**src/hdl/mpm_pkg.sv**
```systemverilog
// Constants, offsets and mode encodings for the modem page register bank.
// Assumes word-aligned AXI4-Lite access, byte address = 4 * register index.
package mpm_pkg;

	// Register index width and byte address offset
	localparam int IDX_W = 7;
	localparam int IDX_LSB = 2;

	// Register indices
	localparam logic [6:0] IDX_FIFO = 7'h00;
	localparam logic [6:0] IDX_OPMODE = 7'h01;
	localparam logic [6:0] IDX_RSVD_A = 7'h02;
	localparam logic [6:0] IDX_RSVD_B = 7'h03;
	localparam logic [6:0] IDX_RSVD_C = 7'h04;
	localparam logic [6:0] IDX_RSVD_D = 7'h05;
	localparam logic [6:0] IDX_FRF_HIGH = 7'h06;
	localparam logic [6:0] IDX_FRF_MID = 7'h07;
	localparam logic [6:0] IDX_FRF_LOW = 7'h08;
	localparam logic [6:0] IDX_SHARED_LO = 7'h0D;
	localparam logic [6:0] IDX_SHARED_HI = 7'h3F;
	localparam logic [6:0] IDX_BAND_LO = 7'h61;
	localparam logic [6:0] IDX_BAND_HI = 7'h73;
	localparam int BAND_DEPTH = 19;

	// Mode control field positions
	localparam int OPM_FAMILY_BIT = 7;
	localparam int OPM_SHARED_BIT = 6;
	localparam int OPM_LOWBAND_BIT = 3;
	localparam int OPM_MODE_MSB = 2;

	// Values after reset
	localparam logic [7:0] FIFO_RST = 8'h00;
	localparam logic FAMILY_RST = 1'h0;
	localparam logic SHARED_RST = 1'h0;
	localparam logic LOWBAND_RST = 1'h1;
	localparam logic [7:0] FRF_HIGH_RST = 8'h6C;
	localparam logic [7:0] FRF_MID_RST = 8'h80;
	localparam logic [7:0] FRF_LOW_RST = 8'h00;
	localparam logic [7:0] BAND_RST = 8'h00;

	// Synthesizer scaling: f = reference_osc_freq * word / 2^FRF_FRAC_BITS
	localparam int REF_OSC_FREQ_MHZ = 32;
	localparam int FRF_FRAC_BITS = 19;

	// AXI responses
	localparam logic [1:0] RESP_OKAY = 2'h0;
	localparam logic [1:0] RESP_SLVERR = 2'h2;

	typedef enum logic [2:0] {
		MPM_SLEEP = 3'b000,
		MPM_STANDBY_STATE = 3'b001,
		MPM_TRANSMIT_SYNTH_MODE = 3'b010,
		MPM_TRANSMIT = 3'b011,
		MPM_RECEIVE_SYNTH_MODE = 3'b100,
		MPM_RECEIVE_STREAM_MODE = 3'b101,
		MPM_RECEIVE_ONCE_MODE = 3'b110,
		MPM_CHANNEL_ACTIVITY_CHECK = 3'b111
	} mpm_mode_t;

endpackage

```
**src/hdl/mpm_band_store.sv**
```systemverilog
// Two retained banks of band-specific registers, one per frequency band.
// Assumes the parent presents one write strobe at a time on its own clock.
`timescale 1ns/1ns
module mpm_band_store
#(
	parameter int DEPTH = mpm_pkg::BAND_DEPTH
)
(
	input wire logic clk_i,
	input wire logic rst_i,
	input wire logic low_band_i,
	input wire logic wr_i,
	input wire logic [4:0] idx_i,
	input wire logic [7:0] wdata_i,
	output logic [7:0] rdata_o
);
	import mpm_pkg::*;

	logic [DEPTH*8-1:0] lf_flat;
	logic [DEPTH*8-1:0] hf_flat;

	// One register pair per entry
	for (genvar g = 0; g < DEPTH; g++)
	begin : g_entry
		logic [7:0] lf_q;
		logic [7:0] hf_q;
		always_ff @(posedge clk_i)
		begin
			if (rst_i)
			begin
				lf_q <= BAND_RST;
				hf_q <= BAND_RST;
			end
			else if (wr_i && idx_i == 5'(g))
			begin
				if (low_band_i)
					lf_q <= wdata_i;
				else
					hf_q <= wdata_i;
			end
		end
		assign lf_flat[g*8 +: 8] = lf_q;
		assign hf_flat[g*8 +: 8] = hf_q;
	end

	// Bank chosen by the band page bit
	always_comb
	begin
		rdata_o = 8'h00;
		if (32'(idx_i) < DEPTH)
			rdata_o = low_band_i ? lf_flat[{idx_i, 3'b000} +: 8] : hf_flat[{idx_i, 3'b000} +: 8];
	end
endmodule

```
**src/hdl/mpm_regs.sv**
```systemverilog
// Modem page register bank: FIFO port, mode control, carrier word, paging.
// Assumes an AXI4-Lite master on CORE_CLK_I and page/FIFO logic on the same clock.
//
// Chosen here: the AXI4-Lite register port.
`timescale 1ns/1ns
module mpm_regs
#(
	parameter int ADDR_W = 12
)
(
	input wire logic CORE_CLK_I,
	input wire logic RST_I,
	input wire logic [ADDR_W-1:0] S_AXI_AWADDR_I,
	input wire logic S_AXI_AWVALID_I,
	output logic S_AXI_AWREADY_O,
	input wire logic [31:0] S_AXI_WDATA_I,
	input wire logic [3:0] S_AXI_WSTRB_I,
	input wire logic S_AXI_WVALID_I,
	output logic S_AXI_WREADY_O,
	output logic [1:0] S_AXI_BRESP_O,
	output logic S_AXI_BVALID_O,
	input wire logic S_AXI_BREADY_I,
	input wire logic [ADDR_W-1:0] S_AXI_ARADDR_I,
	input wire logic S_AXI_ARVALID_I,
	output logic S_AXI_ARREADY_O,
	output logic [31:0] S_AXI_RDATA_O,
	output logic [1:0] S_AXI_RRESP_O,
	output logic S_AXI_RVALID_O,
	input wire logic S_AXI_RREADY_I,
	output logic [7:0] FIFO_WDATA_O,
	output logic FIFO_WR_O,
	output logic FIFO_RD_O,
	input wire logic [7:0] FIFO_RDATA_I,
	output logic FIFO_FLUSH_O,
	output mpm_pkg::mpm_mode_t MODE_O,
	output logic MODE_TRIG_O,
	output logic MODEM_FAMILY_O,
	output logic SHARED_PAGE_O,
	output logic LOW_BAND_PAGE_O,
	output logic [23:0] CARRIER_WORD_O,
	output logic CARRIER_LOAD_O,
	output logic PAGE_WR_O,
	output logic PAGE_RD_O,
	output logic PAGE_MODEM_O,
	output logic [6:0] PAGE_IDX_O,
	output logic [7:0] PAGE_WDATA_O,
	input wire logic [7:0] PAGE_RDATA_I
);
	import mpm_pkg::*;

	logic have_aw;
	logic [6:0] aw_idx;
	logic aw_bad;
	logic have_w;
	logic [7:0] w_data;
	logic w_lane;
	logic rd_pend;
	logic [6:0] rd_idx;
	logic rd_bad;
	logic op_valid;
	logic op_we;
	logic [6:0] op_idx;
	logic op_bad;
	logic [7:0] op_data;
	logic op_lane;
	logic bvalid;
	logic [1:0] bresp;
	logic rvalid;
	logic [1:0] rresp;
	logic [7:0] rdata;
	mpm_mode_t mode_q;
	logic family;
	logic shared;
	logic low_band;
	logic [7:0] frf_high;
	logic [7:0] frf_mid;
	logic [7:0] frf_low;
	logic [23:0] carrier_word;
	logic wr_issue;
	logic rd_issue;
	logic op_wr;
	logic op_rd;
	logic is_sleep;
	logic in_shared;
	logic in_band;
	logic is_ext;
	logic opm_wr;
	logic frf_low_wr;
	logic band_wr;
	logic [4:0] band_idx;
	logic [7:0] band_rdata;
	logic [7:0] next_rdata;

	function automatic logic addr_bad(input logic [ADDR_W-1:0] addr);
		addr_bad = (addr >> (IDX_W + IDX_LSB)) != '0;
	endfunction

	// Issue and decode
	assign wr_issue = have_aw && have_w && !bvalid && !(op_valid && op_we);
	assign rd_issue = !wr_issue && rd_pend && !rvalid && !(op_valid && !op_we);
	assign op_wr = op_valid && op_we && !op_bad && op_lane;
	assign op_rd = op_valid && !op_we && !op_bad;
	assign is_sleep = mode_q == MPM_SLEEP;
	assign in_shared = op_idx >= IDX_SHARED_LO && op_idx <= IDX_SHARED_HI;
	assign in_band = op_idx >= IDX_BAND_LO && op_idx <= IDX_BAND_HI;
	assign is_ext = op_idx > IDX_FRF_LOW && !in_band;
	assign opm_wr = op_wr && op_idx == IDX_OPMODE;
	assign frf_low_wr = op_wr && op_idx == IDX_FRF_LOW;
	assign band_wr = op_wr && in_band;
	assign band_idx = 5'(op_idx - IDX_BAND_LO);

	// Write address capture
	always_ff @(posedge CORE_CLK_I)
	begin
		if (RST_I)
		begin
			have_aw <= 1'b0;
			aw_idx <= '0;
			aw_bad <= 1'b0;
		end
		else if (S_AXI_AWVALID_I && !have_aw)
		begin
			have_aw <= 1'b1;
			aw_idx <= S_AXI_AWADDR_I[IDX_W+IDX_LSB-1:IDX_LSB];
			aw_bad <= addr_bad(S_AXI_AWADDR_I);
		end
		else if (wr_issue)
			have_aw <= 1'b0;
	end

	// Write data capture, low byte lane only
	always_ff @(posedge CORE_CLK_I)
	begin
		if (RST_I)
		begin
			have_w <= 1'b0;
			w_data <= 8'h00;
			w_lane <= 1'b0;
		end
		else if (S_AXI_WVALID_I && !have_w)
		begin
			have_w <= 1'b1;
			w_data <= S_AXI_WDATA_I[7:0];
			w_lane <= S_AXI_WSTRB_I[0];
		end
		else if (wr_issue)
			have_w <= 1'b0;
	end

	// Read address capture
	always_ff @(posedge CORE_CLK_I)
	begin
		if (RST_I)
		begin
			rd_pend <= 1'b0;
			rd_idx <= '0;
			rd_bad <= 1'b0;
		end
		else if (S_AXI_ARVALID_I && S_AXI_ARREADY_O)
		begin
			rd_pend <= 1'b1;
			rd_idx <= S_AXI_ARADDR_I[IDX_W+IDX_LSB-1:IDX_LSB];
			rd_bad <= addr_bad(S_AXI_ARADDR_I);
		end
		else if (rd_issue)
			rd_pend <= 1'b0;
	end

	// One access executes per cycle, writes first
	always_ff @(posedge CORE_CLK_I)
	begin
		if (RST_I)
		begin
			op_valid <= 1'b0;
			op_we <= 1'b0;
			op_idx <= '0;
			op_bad <= 1'b0;
			op_data <= 8'h00;
			op_lane <= 1'b0;
		end
		else
		begin
			op_valid <= wr_issue || rd_issue;
			if (wr_issue)
			begin
				op_we <= 1'b1;
				op_idx <= aw_idx;
				op_bad <= aw_bad;
				op_data <= w_data;
				op_lane <= w_lane;
			end
			else if (rd_issue)
			begin
				op_we <= 1'b0;
				op_idx <= rd_idx;
				op_bad <= rd_bad;
				op_lane <= 1'b0;
			end
		end
	end

	// Write response
	always_ff @(posedge CORE_CLK_I)
	begin
		if (RST_I)
		begin
			bvalid <= 1'b0;
			bresp <= RESP_OKAY;
		end
		else if (op_valid && op_we)
		begin
			bvalid <= 1'b1;
			bresp <= op_bad ? RESP_SLVERR : RESP_OKAY;
		end
		else if (S_AXI_BREADY_I)
			bvalid <= 1'b0;
	end

	// Read data select
	always_comb
	begin
		next_rdata = 8'h00;
		if (in_band)
			next_rdata = band_rdata;
		else if (is_ext)
			next_rdata = PAGE_RDATA_I;
		else
		begin
			case (op_idx)
				IDX_FIFO: next_rdata = is_sleep ? 8'h00 : FIFO_RDATA_I;
				IDX_OPMODE: next_rdata = {family, shared, 2'b00, low_band, mode_q};
				IDX_FRF_HIGH: next_rdata = frf_high;
				IDX_FRF_MID: next_rdata = frf_mid;
				IDX_FRF_LOW: next_rdata = frf_low;
				default: next_rdata = 8'h00;
			endcase
		end
	end

	// Read response
	always_ff @(posedge CORE_CLK_I)
	begin
		if (RST_I)
		begin
			rvalid <= 1'b0;
			rresp <= RESP_OKAY;
			rdata <= 8'h00;
		end
		else if (op_valid && !op_we)
		begin
			rvalid <= 1'b1;
			rresp <= op_bad ? RESP_SLVERR : RESP_OKAY;
			rdata <= op_bad ? 8'h00 : next_rdata;
		end
		else if (S_AXI_RREADY_I)
			rvalid <= 1'b0;
	end

	// Mode control register
	always_ff @(posedge CORE_CLK_I)
	begin
		if (RST_I)
		begin
			family <= FAMILY_RST;
			shared <= SHARED_RST;
			low_band <= LOWBAND_RST;
			mode_q <= MPM_STANDBY_STATE;
		end
		else if (opm_wr)
		begin
			if (is_sleep)
				family <= op_data[OPM_FAMILY_BIT];
			shared <= op_data[OPM_SHARED_BIT];
			low_band <= op_data[OPM_LOWBAND_BIT];
			mode_q <= mpm_mode_t'(op_data[OPM_MODE_MSB:0]);
		end
	end

	// Carrier bytes staged, word applied on lowest byte
	always_ff @(posedge CORE_CLK_I)
	begin
		if (RST_I)
		begin
			frf_high <= FRF_HIGH_RST;
			frf_mid <= FRF_MID_RST;
			frf_low <= FRF_LOW_RST;
			carrier_word <= {FRF_HIGH_RST, FRF_MID_RST, FRF_LOW_RST};
		end
		else if (op_wr)
		begin
			if (op_idx == IDX_FRF_HIGH)
				frf_high <= op_data;
			if (op_idx == IDX_FRF_MID)
				frf_mid <= op_data;
			if (frf_low_wr)
			begin
				frf_low <= op_data;
				carrier_word <= {frf_high, frf_mid, op_data};
			end
		end
	end

	mpm_band_store #(.DEPTH(BAND_DEPTH)) u_band
	(
		.clk_i(CORE_CLK_I),
		.rst_i(RST_I),
		.low_band_i(low_band),
		.wr_i(band_wr),
		.idx_i(band_idx),
		.wdata_i(op_data),
		.rdata_o(band_rdata)
	);

	// Bus handshakes
	assign S_AXI_AWREADY_O = !have_aw;
	assign S_AXI_WREADY_O = !have_w;
	assign S_AXI_ARREADY_O = !rd_pend && !rvalid && !(op_valid && !op_we);
	assign S_AXI_BVALID_O = bvalid;
	assign S_AXI_BRESP_O = bresp;
	assign S_AXI_RVALID_O = rvalid;
	assign S_AXI_RRESP_O = rresp;
	assign S_AXI_RDATA_O = {24'h000000, rdata};

	// FIFO port, closed in sleep
	assign FIFO_FLUSH_O = is_sleep;
	assign FIFO_WR_O = op_wr && op_idx == IDX_FIFO && !is_sleep;
	assign FIFO_RD_O = op_rd && op_idx == IDX_FIFO && !is_sleep;
	assign FIFO_WDATA_O = op_data;

	// Mode and carrier outputs, trigger pulses
	assign MODE_O = mode_q;
	assign MODE_TRIG_O = opm_wr;
	assign MODEM_FAMILY_O = family;
	assign SHARED_PAGE_O = shared;
	assign LOW_BAND_PAGE_O = low_band;
	assign CARRIER_WORD_O = carrier_word;
	assign CARRIER_LOAD_O = frf_low_wr;

	// Page routing
	assign PAGE_MODEM_O = family && !(shared && in_shared);
	assign PAGE_WR_O = op_wr && is_ext;
	assign PAGE_RD_O = op_rd && is_ext;
	assign PAGE_IDX_O = op_idx;
	assign PAGE_WDATA_O = op_data;
endmodule

```
**config.mk**
```make
export PLATFORM = sky130hd
export DESIGN_NAME = mpm_regs
export DESIGN_NICKNAME = d
export VERILOG_FILES = /design/src/hdl/mpm_pkg.sv /design/src/hdl/mpm_band_store.sv /design/src/hdl/mpm_regs.sv
export SDC_FILE = /design/constraint.sdc
export NUM_CORES = 1
export LEC_CHECK = 0
export ABC_AREA = 0
export BUFFER_PORTS_ARGS = -buffer_cell sky130_fd_sc_hd__buf_4
export CAP_MARGIN = 20
export CORE_MARGIN = 1.5
export CORE_UTILIZATION = 38
export DETAILED_ROUTE_END_ITERATION = 10
export PLACE_DENSITY_LB_ADDON = 0.15
export RECOVER_POWER = 100
export SKIP_LAST_GASP = 1
export SYNTH_ARGS = -nofsm -noshare
export SYNTH_HDL_FRONTEND = slang
export SYNTH_HIERARCHICAL = 1
export SYNTH_SLANG_ARGS = --single-unit
export TNS_END_PERCENT = 20
```
**constraint.sdc**
```tcl
create_clock -name CORE_CLK_I -period 3 [get_ports CORE_CLK_I]
set_input_delay 0.3 -clock CORE_CLK_I [delete_from_list [all_inputs] [get_ports CORE_CLK_I]]
set_output_delay 0.3 -clock CORE_CLK_I [all_outputs]
set_load 0.05 [all_outputs]
```
==> flow_summary.json <==
{
  "status": "finished, final reports clean",
  "grt_pass1_vias": 15300,
  "synth_commonest_cells": "409 x dfxtp_1, 376 x nand2_1, 283 x a21oi_1, 223 x mux2i_1, 142 x nor2_1",
  "htree_levels": 2,
  "cap_violations": 0,
  "worst-setup-path-type": "flop to output port",
  "multiInputGateArea_um2": 9340,
  "dp_slack_ps": -34.7,
  "cts-root-buf": "clkbuf_16",
  "hold_violations": 0,
  "vias_per_cell": 5.50,
  "critPathBufInv": 4,
  "slew_viol_final": 0,
  "vias": 16200,
  "yosys-top-cells-area": "dfxtp_1 44%, mux2i_1 12%, a21oi_1 7.6%",
  "hold_depth": 3,
  "wl_per_cell_um": 19.7,
  "synth.most_common_cell": "dfxtp_1",
  "postLayoutCoreUtil_pct": 45.9,
  "drive_gt1_share_pct": 14.2,
  "fin_skew_ps": 12.2,
  "wl_met1_um": 27100,
  "fp-row-count": 80,
  "start_util_pct": 38.7,
  "async_reset_ff_share_pct": 0,
  "numCtsBuffers": 47,
  "r2r_cells": 9,
  "gp_congestion": 0.819,
  "whs_ps": 31.3,
  "synth.distinct_cells": 59,
  "critPathMaxStageDelay_ps": 370,
  "synth_top_cell_by_area": "dfxtp_1",
  "dr_wl_met3_um": 2970,
  "worstMarginPinSlew_ps": 1210,
  "clock_latency_ps": 570,
  "syn_avg_cell_area_um2": 8.49,
  "fin_crit_ps": 2880,
  "setup_violations": 0,
  "layout_setup_ws_ps": 121,
  "die_y_um": 224,
  "grt_max_degree": 222,
  "worstSetupStartpointType": "flop",
  "numClockSinks": 409,
  "n_antenna_cell": 0,
  "grt_pass1_wl_um": 89600,
  "cts_max_path_buffers": 3,
  "power_density_nw_per_um2": 570,
  "max_freq_mhz": 347,
  "area_growth_pct": 18.7,
  "path_max_fanout": 25,
  "seq_power_share_pct": 44.1,
  "antenna_found_initial": 0,
  "fin_crit_sh_pct": 96.0,
  "crit_arrival_ps": 2580,
  "cpLargestDelayFamily": "buffers and inverters",
  "cts_setup_buffers": 0,
  "overflow": 0,
  "crit_path_top_delay_cell": "dfxtp_1",
  "crit_top_cell": "buf_4",
  "io_pins": 185,
  "p_sw_share_pct": 25.5,
  "syn_inst": 2183,
  "regArea_um2": 8200,
  "required_ps": 2700,
  "drtIter0Drc": 1421,
  "final_antenna_net_count": 0,
  "cellInternalPower_mw": 9.34,
  "dr.pass1.iters": 5,
  "post_dp_cell_area_um2": 20300,
  "hp-class": "primary input to flop",
  "drc": 0,
  "synth-edff-count": 0,
  "peakVddDrop_mv": 0.352,
  "wl_met2_um": 26700,
  "cp-end-kind": "output port",
  "cts_tree": "done",
  "postRouteWirelength_um": 58000,
  "die_x_um": 224,
  "core_um2": 47900,
  "dp_hpwl_um": 37100,
  "leakage_nw": 8.45,
  "num-fill-cells": 4683,
  "numPortBuffers": 127,
  "grt_usage_pct": 22.6,
  "top_layer_used": "met4",
  "combinationalPowerShare_pct": 9.9,
  "synth_area_um2": 18500,
  "finalNetCount": 2386,
  "crit_chain": "buf_4 -> nor3_1 -> and3_1 -> buf_4 -> nand2b_1 -> inv_2 -> buf_4",
  "yosys.area.top_type_share_pct": 44.2,
  "ys.flop_type": "dfxtp_1",
  "setup-tns-final_ps": 0,
  "die-area_um2": 50100,
  "synth_seq_area_share_pct": 44.2,
  "synth-seq-cells": 409,
  "yosys_warnings": 6,
  "final_cell_area_um2": 22000,
  "p_sw_mw": 3.20,
  "clk_pin_slew_ps": 60,
  "rsz0062_at_grt": "yes",
  "slew-limit-headroom_pct": 19.6,
  "critical_path_cell_count": 7,
  "clkPwrFrac_pct": 46.0
}
==> final timing paths <==
check                                                   to              start  slack (ps)
worst max-delay path                        CARRIER_LOAD_O      PAGE_IDX_O[6]         120
worst min-delay path                             aw_idx[0]  S_AXI_AWADDR_I[2]          30
worst max register to register  u_band/g_entry[17].lf_q[3]      PAGE_IDX_O[2]         160
worst min register to register             FIFO_WDATA_O[6]          w_data[6]         440
==> stage by stage <==
step / cells / total power [mW]
after floorplan: 2208 / 6.44
after global placement: 2840 / 6.84
after detailed placement: 2840 / 6.85
after CTS: 2949 / 12.7
after global routing: 2949 / 13.0
final: 2949 / 12.5
==> cell type report <==
| type | instances | share of cell area, % |
|---|---|---|
| repair buffers | 260 | 9.50 |
| clock inverters | 10 | 0.466 |
| inverters | 8 | 0.136 |
| well taps | 615 | 3.50 |
| multi-input cells | 1572 | 42.5 |
| clock buffers | 75 | 6.65 |
| flip-flops and latches | 409 | 37.3 |
==> registers in the layout, indices dropped and copies added (netlist names), 3 cells and up <==
register	cells
CARRIER_WORD_O	17
aw_idx	7
FIFO_WDATA_O	8
rdata	8
PAGE_IDX_O	7
frf_high	8
u_band/g_entry.lf_q	152
MODE_O	3
u_band/g_entry.hf_q	152
rd_idx	7
frf_mid	8
frf_low	7
w_data	8
==> power groups by stage <==
stage / combinational [mW] / clock, mW / sequential [mW]
after floorplan: 0.761 / 0 / 5.68
after global placement: 1.20 / 0 / 5.65
after detailed placement: 1.20 / 0 / 5.65
after CTS: 1.23 / 5.89 / 5.53
after global routing: 1.32 / 6.12 / 5.53
final: 1.24 / 5.77 / 5.53
==> tightest hold or removal path: cells and delay by family <==
kind | cells | cell delay, ps
compound gates | 1 | 60
simple gates | 1 | 70
buf+inv | 1 | 120
==> what timing repair did <==
action | in CTS | in global routing
hold endpoints to repair | 23 | 0
endpoints found under the setup margin | 29 | 147
hold buffers | 24 | 0
pin swaps | 0 | 1
gates resized for setup | 1 | 12
==> layer usage <==
metal	vias to the layer above	track usage (%)
met5	-	0
met4	0	5.95
met3	70	2.90
met2	489	36.9
met1	7861	31.6
li1	7799	-
==> cells by family (layout without fill, tap and decap cells) <==
kind of cell               Yosys count  after routing  synth area share, %
muxes                              248            248                 14.7
adders and majority gates            5              5                0.337
DFF                                409            409                 44.2
xor gates and xnor gates             3              3                0.142
other                                1             26               0.0202
and+or+nand+nor                    757            757                 18.8
buffers and inverters              227            353                 6.24
AOI/OAI and AO/OA                  533            533                 15.6
==> cell usage in the layout, fill, tap and decap left out, types with 6 or more instances in the layout <==
cell type | synthesis | final
a211o_1 | 7 | 7
dfxtp_2 | 0 | 10
dlygate4sd3_1 | 0 | 24
o21ai_0 | 83 | 82
nand2_1 | 376 | 372
inv_1 | 7 | 6
clkbuf_8 | 0 | 14
nor2_4 | 5 | 6
nand2b_1 | 11 | 11
mux2_2 | 8 | 8
mux2i_1 | 223 | 223
nor3_1 | 17 | 17
nand2_2 | 4 | 8
nand3b_1 | 6 | 6
and4_1 | 12 | 12
nand3_1 | 123 | 123
nor2b_1 | 20 | 17
a21oi_1 | 283 | 283
conb_1 | 1 | 26
nor3_4 | 7 | 7
clkinv_2 | 0 | 7
buf_12 | 1 | 20
dfxtp_1 | 409 | 398
buf_4 | 46 | 162
a22oi_1 | 14 | 14
clkbuf_1 | 113 | 62
a221oi_1 | 10 | 10
o22ai_1 | 53 | 53
clkbuf_16 | 0 | 49
mux4_2 | 12 | 12
nor2_1 | 142 | 141
o21ai_1 | 62 | 63
a211oi_1 | 8 | 8
Power figures use the tool's default switching activity.
